## src/logic/pcs_defs.vh

```
// Constants for the program counter and return stack block
`ifndef PCS_DEFS_VH
`define PCS_DEFS_VH

`define PCS_PC_WIDTH 13
`define PCS_STACK_DEPTH 8
`define PCS_STACK_PTR_WIDTH 3
`define PCS_PC_RESET 13'h0000
`define PCS_LATCH_RESET 8'h00
`define PCS_LATCH_USED_MASK 8'h1F
`define PCS_VECTOR_DEFAULT 13'h0004
`define PCS_OP_NONE 3'h0
`define PCS_OP_STEP 3'h1
`define PCS_OP_CALL 3'h2
`define PCS_OP_GOTO 3'h3
`define PCS_OP_RET 3'h4
`define PCS_OP_INTR 3'h5

`endif

```

## src/logic/pcs_core.v

```verilog
// Program counter sequencing and hardware return stack
`timescale 1ns/1ps
`default_nettype none
`include "pcs_defs.vh"
module pcs_core #(
  parameter [12:0] INT_VECTOR = `PCS_VECTOR_DEFAULT
) (
  input wire clk_in, // 40 MHz core clock
  input wire rst_n_in, // Async reset, active low
  input wire ce_in, // Clock enable, freezes all state when low
  input wire [2:0] op_in, // Sequencing operation
  input wire [10:0] operand_in, // Call/goto target operand
  input wire low_wr_in, // Instruction result goes to pc_low_byte
  input wire [7:0] low_wr_data_in, // Data written to pc_low_byte
  input wire latch_wr_in, // Write strobe for pc_high_latch
  input wire [7:0] latch_wr_data_in, // Data written to pc_high_latch
  output reg [12:0] pc_out, // Program counter
  output reg [7:0] pc_low_byte_out, // Readback of pc_low_byte
  output reg [7:0] pc_high_latch_out, // Readback of pc_high_latch
  output reg [12:0] ret_addr_out // Last popped return address
);
  // --------------------------------------------------------------
  // State
  // --------------------------------------------------------------
  reg [12:0] pc_reg;
  reg [12:0] pc_next;
  reg [7:0] latch_reg;
  reg [7:0] latch_next;
  reg [2:0] sp_reg;
  reg [2:0] sp_next;
  reg pop_pend_reg;
  reg push_en;
  reg [2:0] rd_addr;
  wire [12:0] stack_top;

  function [12:0] pcs_far_target;
    input [10:0] opnd;
    input [7:0] lat;
    begin
      pcs_far_target = {lat[4:3], opnd};
    end
  endfunction

  function [12:0] pcs_incr;
    input [12:0] v;
    begin
      pcs_incr = v + 13'h0001;
    end
  endfunction

  // --------------------------------------------------------------
  // Return stack memory
  // --------------------------------------------------------------
  pcs_stack_mem #(
    .WIDTH(`PCS_PC_WIDTH),
    .DEPTH(`PCS_STACK_DEPTH),
    .AW(`PCS_STACK_PTR_WIDTH)
  ) u_stack (
    .clk_in(clk_in),
    .rst_n_in(rst_n_in),
    .ce_in(ce_in),
    .wr_en_in(push_en),
    .wr_addr_in(sp_reg),
    .wr_data_in(pcs_incr(pc_reg)),
    .rd_addr_in(rd_addr),
    .rd_data_out(stack_top)
  );

  // --------------------------------------------------------------
  // Next-state logic
  // --------------------------------------------------------------
  // A pop reads the memory first; the counter loads from it one cycle later,
  // as the two-cycle branch of a small core would.
  always @* begin
    pc_next = pc_reg;
    latch_next = latch_reg;
    sp_next = sp_reg;
    push_en = 1'b0;
    rd_addr = sp_reg - 3'h1;
    if (latch_wr_in) begin
      latch_next = latch_wr_data_in & `PCS_LATCH_USED_MASK;
    end
    if (pop_pend_reg) begin
      pc_next = stack_top;
    end else if (low_wr_in) begin
      pc_next = {latch_reg[4:0], low_wr_data_in};
    end else begin
      case (op_in)
        `PCS_OP_STEP: begin
          pc_next = pcs_incr(pc_reg);
        end
        `PCS_OP_CALL: begin
          pc_next = pcs_far_target(operand_in, latch_reg);
          push_en = 1'b1;
          sp_next = sp_reg + 3'h1;
        end
        `PCS_OP_GOTO: begin
          pc_next = pcs_far_target(operand_in, latch_reg);
        end
        `PCS_OP_RET: begin
          sp_next = sp_reg - 3'h1;
        end
        `PCS_OP_INTR: begin
          pc_next = INT_VECTOR;
          push_en = 1'b1;
          sp_next = sp_reg + 3'h1;
        end
        default: begin
          pc_next = pc_reg;
        end
      endcase
    end
  end

  // --------------------------------------------------------------
  // Registers
  // --------------------------------------------------------------
  // Latch is written only by software; stack traffic never touches it.
  always @(posedge clk_in or negedge rst_n_in) begin
    if (!rst_n_in) begin
      pc_reg <= `PCS_PC_RESET;
      latch_reg <= `PCS_LATCH_RESET;
      sp_reg <= 3'h0;
      pop_pend_reg <= 1'b0;
      pc_out <= `PCS_PC_RESET;
      pc_low_byte_out <= 8'h00;
      pc_high_latch_out <= `PCS_LATCH_RESET;
      ret_addr_out <= 13'h0000;
    end else if (ce_in) begin
      pc_reg <= pc_next;
      latch_reg <= latch_next;
      sp_reg <= sp_next;
      pop_pend_reg <= (op_in == `PCS_OP_RET) && !pop_pend_reg && !low_wr_in;
      pc_out <= pc_next;
      pc_low_byte_out <= pc_next[7:0];
      pc_high_latch_out <= latch_next;
      if (pop_pend_reg) begin
        ret_addr_out <= stack_top;
      end
    end
  end
endmodule // pcs_core
`default_nettype wire

```

## src/logic/pcs_stack_mem.v

```verilog
// Circular return-address memory with registered read data
`timescale 1ns/1ps
`default_nettype none
module pcs_stack_mem #(
  parameter WIDTH = 13,
  parameter DEPTH = 8,
  parameter AW = 3
) (
  input wire clk_in, // Core clock
  input wire rst_n_in, // Async reset, active low
  input wire ce_in, // Clock enable
  input wire wr_en_in, // Write strobe
  input wire [AW-1:0] wr_addr_in, // Write address
  input wire [WIDTH-1:0] wr_data_in, // Write data
  input wire [AW-1:0] rd_addr_in, // Read address
  output reg [WIDTH-1:0] rd_data_out // Registered read data
);
  reg [WIDTH-1:0] mem [0:DEPTH-1];
  integer i;

  always @(posedge clk_in or negedge rst_n_in) begin
    if (!rst_n_in) begin
      for (i = 0; i < DEPTH; i = i + 1) begin
        mem[i] <= {WIDTH{1'b0}};
      end
      rd_data_out <= {WIDTH{1'b0}};
    end else if (ce_in) begin
      if (wr_en_in) begin
        mem[wr_addr_in] <= wr_data_in;
      end
      rd_data_out <= mem[rd_addr_in];
    end
  end
endmodule // pcs_stack_mem
`default_nettype wire

```

## config.mk

```make
export PLATFORM = sky130hd
export DESIGN_NAME = pcs_core
export DESIGN_NICKNAME = d
export VERILOG_FILES = /design/src/logic/pcs_core.v /design/src/logic/pcs_stack_mem.v
export VERILOG_INCLUDE_DIRS = /design/src /design/src/logic
export SDC_FILE = /design/constraint.sdc
export NUM_CORES = 1
export LEC_CHECK = 0
export BUFFER_PORTS_ARGS = -buffer_cell sky130_fd_sc_hd__buf_2
export CORE_MARGIN = 4
export CORE_UTILIZATION = 53
export DETAILED_ROUTE_END_ITERATION = 10
export PLACE_DENSITY_LB_ADDON = 0.12
export REMOVE_ABC_BUFFERS = 1
export SLEW_MARGIN = 40
export SYNTH_ARGS = -nofsm -noshare
export SYNTH_HDL_FRONTEND = slang
export SYNTH_SLANG_ARGS = --single-unit
export TNS_END_PERCENT = 20
```

## constraint.sdc

```tcl
create_clock -name clk_in -period 2.4 [get_ports clk_in]
set_input_delay 0.24 -clock clk_in [delete_from_list [all_inputs] [get_ports clk_in]]
set_output_delay 0.24 -clock clk_in [all_outputs]
set_load 0.02 [all_outputs]
```

==> metrics.txt <==
# TYPE chip_impl_metric gauge
chip_impl_metric{name="flow.area_growth_from_synthesis",unit="%"} 18.10
chip_impl_metric{name="totalNegativeSetupSlack",unit="ns"} 0
chip_impl_metric{name="routed-via-count",unit=""} 5381
chip_impl_metric{name="cts.htree.levels",unit=""} 4
chip_impl_metric{name="final-setup-viol-count",unit=""} 0
chip_impl_info{name="synth_top_cell_by_area",value="sky130_fd_sc_hd__dfrtp_1"} 1
chip_impl_metric{name="routed_via_density",unit=""} 5.920
chip_impl_metric{name="multi_input_comb_area",unit="sq mm"} 0.003084
chip_impl_metric{name="combPwrFrac",unit="%"} 33.9
chip_impl_metric{name="max_ffs_per_register",unit=""} 104
chip_impl_info{name="holdCritPathClass",value="in2reg"} 1
chip_impl_info{name="max_flop_register",value="u_stack.mem"} 1
chip_impl_metric{name="grt_max_degree",unit=""} 74
chip_impl_metric{name="rows",unit=""} 42
chip_impl_metric{name="buffer_ports.inserted",unit=""} 70
chip_impl_metric{name="hpwlAfterDp",unit="um"} 12960
chip_impl_metric{name="timing.hold.worst_path_depth",unit=""} 2
chip_impl_metric{name="fill_cells",unit=""} 1103
chip_impl_metric{name="cellPowerDensity",unit="mW/mm^2"} 1254
chip_impl_info{name="crit-reg2reg-capture",value="u_stack.rd_data_out[11]$_DFFE_PN0P_"} 1
chip_impl_metric{name="synth-warning-count",unit=""} 0
chip_impl_metric{name="gr-usage-all-layers",unit="%"} 25.39
chip_impl_metric{name="drcViolationCount",unit=""} 0
chip_impl_metric{name="io_pins",unit=""} 77
chip_impl_metric{name="ant_nets",unit=""} 0
chip_impl_metric{name="floorplan.die.width",unit="um"} 124.2
chip_impl_metric{name="avgSynthCellArea",unit="sq um"} 11.00
chip_impl_metric{name="post_synth_num_cell_types",unit=""} 51
chip_impl_metric{name="synth_top_area_share",unit="%"} 53.12
chip_impl_metric{name="first_pass_grt_wire_length",unit="um"} 30280
chip_impl_metric{name="power.ir.vdd_worst",unit="V"} 0.0009210
chip_impl_metric{name="gp_congestion",unit=""} 0.8109
chip_impl_metric{name="worst_slew_margin_rel",unit="%"} 52.06
chip_impl_metric{name="share_seq_of_total_power",unit="%"} 39.2
chip_impl_metric{name="worstRegToRegCells",unit=""} 6
chip_impl_metric{name="reg2reg_setup_slack",unit="ns"} 0.20
chip_impl_metric{name="synth_area",unit="sq mm"} 0.007161
chip_impl_info{name="synth_most_common_cell",value="sky130_fd_sc_hd__dfrtp_1"} 1
chip_impl_info{name="critical_path.reg2reg.startpoint",value="sp_reg[1]$_DFFE_PN0P_"} 1
chip_impl_metric{name="synth-seq-cells",unit=""} 152
chip_impl_info{name="unrepaired_setup_endpoints_after_global_routing",value="false"} 1
chip_impl_metric{name="post_cts.resized_instances",unit=""} 0
chip_impl_info{name="cts_tree",value="built"} 1
chip_impl_metric{name="maximum_achievable_frequency",unit="MHz"} 453.6
chip_impl_metric{name="crit_path_max_fanout",unit=""} 16
chip_impl_metric{name="required",unit="ns"} 2.70
chip_impl_info{name="setup.worst_path.end",value="u_stack.rd_data_out[11]$_DFFE_PN0P_"} 1
chip_impl_metric{name="postSynthCellCount",unit=""} 651
chip_impl_metric{name="cts-buffers-inserted",unit=""} 17
chip_impl_metric{name="detail_route.first_pass.iterations",unit=""} 5
chip_impl_metric{name="postCtsSetupBuffers",unit=""} 0
chip_impl_info{name="crit_path_start",value="sp_reg[1]$_DFFE_PN0P_"} 1
chip_impl_metric{name="design.die.area",unit="sq mm"} 0.01543
chip_impl_metric{name="worst_ep_arrival_time",unit="ns"} 2.50
chip_impl_metric{name="fin_worst_hold_slack",unit="ns"} 0.04561
chip_impl_metric{name="initial_antenna_violation_count",unit=""} 0
chip_impl_metric{name="synth_seq_area_share",unit="%"} 53.12
chip_impl_metric{name="power_switching",unit="W"} 0.003578
chip_impl_metric{name="routed_wire_length_per_instance",unit="um"} 20.68
chip_impl_info{name="synthTopCellsByArea",value="sky130_fd_sc_hd__dfrtp_1 (53%), sky130_fd_sc_hd__mux4_2 (8.2%), sky130_fd_sc_hd__o21ai_0 (5.1%), sky130_fd_sc_hd__nand2_1 (4.5%), sky130_fd_sc_hd__mux2_2 (4.1%)"} 1
chip_impl_metric{name="leakage",unit="nW"} 3.791
chip_impl_metric{name="tritoncts_num_sinks",unit=""} 152
chip_impl_metric{name="synth_async_sr_flop_share",unit="%"} 100.0
chip_impl_info{name="top_flip_flop_cell_by_instance_count_after_synthesis",value="sky130_fd_sc_hd__dfrtp_1"} 1
chip_impl_metric{name="design.core.area",unit="sq mm"} 0.01324
chip_impl_metric{name="floorplan.initialDensity",unit="%"} 54.07
chip_impl_metric{name="maxSlewViolCount",unit=""} 0
chip_impl_metric{name="timing.final.crit_share",unit="%"} 91.85
chip_impl_metric{name="reg_area",unit="sq mm"} 0.003805
chip_impl_info{name="cts-root-buf",value="sky130_fd_sc_hd__clkbuf_16"} 1
chip_impl_metric{name="final.setup_skew",unit="ns"} 0.01245
chip_impl_metric{name="cell_internal_pwr",unit="W"} 0.007030
chip_impl_metric{name="drv_cap",unit=""} 0
chip_impl_metric{name="clk_path_buf_depth",unit=""} 2
chip_impl_metric{name="drive_above_1_share",unit="%"} 27.69
chip_impl_info{name="netlist_top_cells_count",value="sky130_fd_sc_hd__dfrtp_1 (152), sky130_fd_sc_hd__nand2_1 (86), sky130_fd_sc_hd__o21ai_0 (73)"} 1
chip_impl_metric{name="clock_latency",unit="ns"} 0.43
chip_impl_metric{name="final_period_minus_worst_setup_slack",unit="ns"} 2.204
chip_impl_metric{name="num-nets-final",unit=""} 758
chip_impl_metric{name="wl",unit="um"} 18800
chip_impl_metric{name="number_of_antenna_cells_inserted",unit=""} 0
chip_impl_info{name="worst_setup_path_start_kind",value="register"} 1
chip_impl_info{name="cp-end-kind",value="register"} 1
chip_impl_metric{name="die_height",unit="um"} 124.2
chip_impl_metric{name="globalRoute.totalOverflow",unit=""} 0
chip_impl_metric{name="max_slew.worst_pin.slew",unit="ns"} 0.7191
chip_impl_metric{name="clkTransAtPathRegs",unit="ns"} 0.06
chip_impl_metric{name="grt_pass1_vias",unit=""} 5541
chip_impl_metric{name="synth_enable_flop_cells",unit=""} 0
chip_impl_metric{name="clock_power_share",unit="%"} 26.9
chip_impl_metric{name="finalHoldViolations",unit=""} 0
chip_impl_info{name="status",value="completed"} 1
chip_impl_info{name="path_class",value="reg2reg"} 1
chip_impl_metric{name="p_sw_share",unit="%"} 33.73
chip_impl_metric{name="drt_first_iter_violations",unit=""} 489
## cell families (layout without fill, tap and decap cells)
logic type	count (synthesis)	count (layout)	synth area share, %
and+or+nand+nor	174	174	10.94
adders and majority gates	3	3	0.5243
other	1	3	0.05237
AOI/OAI and AO/OA	167	167	13.87
buffers and inverters	67	147	4.578
muxes	73	73	15.20
DFF	152	152	53.12
xor gates and xnor gates	14	14	1.712
## worst max-delay path: stages, from the launching register on
cell	delay, ns
sky130_fd_sc_hd__dfrtp_1	0.52
sky130_fd_sc_hd__inv_1	0.20
sky130_fd_sc_hd__ha_1	0.34
sky130_fd_sc_hd__buf_4	0.28
sky130_fd_sc_hd__mux4_2	0.36
sky130_fd_sc_hd__mux2i_1	0.25
sky130_fd_sc_hd__a21oi_1	0.11
## stage by stage
step | util (%) | setup WS, ns | std cells | instance area (sq um) | total power, W
after floorplan | - | -0.6593 | 593 | 6867 | 0.006508
after global placement | 58.96 | 0.2635 | 876 | 7807 | 0.007633
after detailed placement | 58.96 | 0.2186 | 876 | 7807 | 0.007800
after CTS | 63.86 | 0.1954 | 909 | 8457 | 0.01067
after global routing | 63.86 | 0.01865 | 909 | 8457 | 0.01123
final | 63.86 | 0.1956 | 909 | 8457 | 0.01061
## power by group through the flow
stage	logic, W	registers (W)	clock network (W)
2_1_floorplan	0.00217	0.00434	0
3_3_place_gp	0.00352	0.00412	0
3_5_place_dp	0.00361	0.00419	0
4_1_cts	0.00364	0.00415	0.00288
5_1_grt	0.00394	0.00428	0.00301
6_report	0.00360	0.00416	0.00285
## routing by layer
| metal | GRT usage, % | vias up | part of all wire [%] | wire (um) |
|---|---|---|---|---|
| li1 | - | 2459 | - | - |
| met1 | 34.55 | 2693 | 44 | 8200 |
| met3 | 6.959 | 38 | 6.4 | 1207 |
| met4 | 9.607 | 0 | 2.7 | 500 |
| met5 | 0 | - | 0 | 0 |
| met2 | 39.25 | 191 | 47 | 8890 |
## cell usage in the layout, fill, tap and decap left out, types with 3 or more instances in the layout
master | Yosys | layout
sky130_fd_sc_hd__xor2_1 | 4 | 3
sky130_fd_sc_hd__nor2_1 | 45 | 45
sky130_fd_sc_hd__nor3b_1 | 5 | 5
sky130_fd_sc_hd__a21oi_1 | 40 | 40
sky130_fd_sc_hd__clkbuf_1 | 22 | 3
sky130_fd_sc_hd__o21ai_0 | 73 | 73
sky130_fd_sc_hd__mux4_2 | 26 | 26
sky130_fd_sc_hd__nand3b_1 | 3 | 3
sky130_fd_sc_hd__a221oi_1 | 5 | 5
sky130_fd_sc_hd__nor2b_1 | 6 | 5
sky130_fd_sc_hd__mux2_2 | 26 | 26
sky130_fd_sc_hd__nand2_1 | 86 | 86
sky130_fd_sc_hd__clkbuf_8 | 0 | 7
sky130_fd_sc_hd__o21ai_1 | 6 | 6
sky130_fd_sc_hd__dfrtp_1 | 152 | 151
sky130_fd_sc_hd__clkbuf_16 | 0 | 17
sky130_fd_sc_hd__buf_2 | 21 | 69
sky130_fd_sc_hd__o221ai_1 | 3 | 3
sky130_fd_sc_hd__nor3_1 | 12 | 12
sky130_fd_sc_hd__buf_12 | 0 | 3
sky130_fd_sc_hd__ha_1 | 3 | 3
sky130_fd_sc_hd__inv_1 | 7 | 7
sky130_fd_sc_hd__mux2i_1 | 21 | 21
sky130_fd_sc_hd__nand3_1 | 4 | 4
sky130_fd_sc_hd__bufinv_16 | 0 | 3
sky130_fd_sc_hd__conb_1 | 1 | 3
sky130_fd_sc_hd__a211oi_1 | 6 | 6
sky130_fd_sc_hd__o31ai_1 | 3 | 3
sky130_fd_sc_hd__o2111ai_2 | 0 | 6
sky130_fd_sc_hd__buf_4 | 13 | 34
sky130_fd_sc_hd__o31a_1 | 3 | 3
sky130_fd_sc_hd__o22ai_1 | 9 | 9
sky130_fd_sc_hd__xnor2_1 | 10 | 10
## worst min-delay path by stage
stage	startpoint	end	slack, ns
after floorplan	rst_n_in	latch_reg[0]$_DFFE_PN0P_	-0.06
final	latch_wr_data_in[0]	latch_reg[0]$_DFFE_PN0P_	0.05
after detailed placement	rst_n_in	u_stack.mem[52]$_DFFE_PN0P_	0.31
after global routing	latch_wr_data_in[0]	latch_reg[0]$_DFFE_PN0P_	0.04
after global placement	rst_n_in	u_stack.mem[52]$_DFFE_PN0P_	0.30
after CTS	latch_wr_data_in[4]	latch_reg[4]$_DFFE_PN0P_	0.03
## layout make-up
| type | instances | share of cell area [%] |
|---|---|---|
| timing repair buffer | 108 | 8.063 |
| clock buffer | 27 | 6.303 |
| tap | 176 | 2.604 |
| multi-input combinational | 434 | 36.47 |
| clock inverter | 5 | 1.258 |
| sequential | 152 | 44.99 |
| inverter | 7 | 0.3107 |
## what timing repair did
item / in CTS / in global routing
setup endpoints to repair: 0 / 0
hold buffers: 1 / 0
endpoints found under the hold margin: 70 / 0
Note: power is estimated with default switching activity, not from simulation.
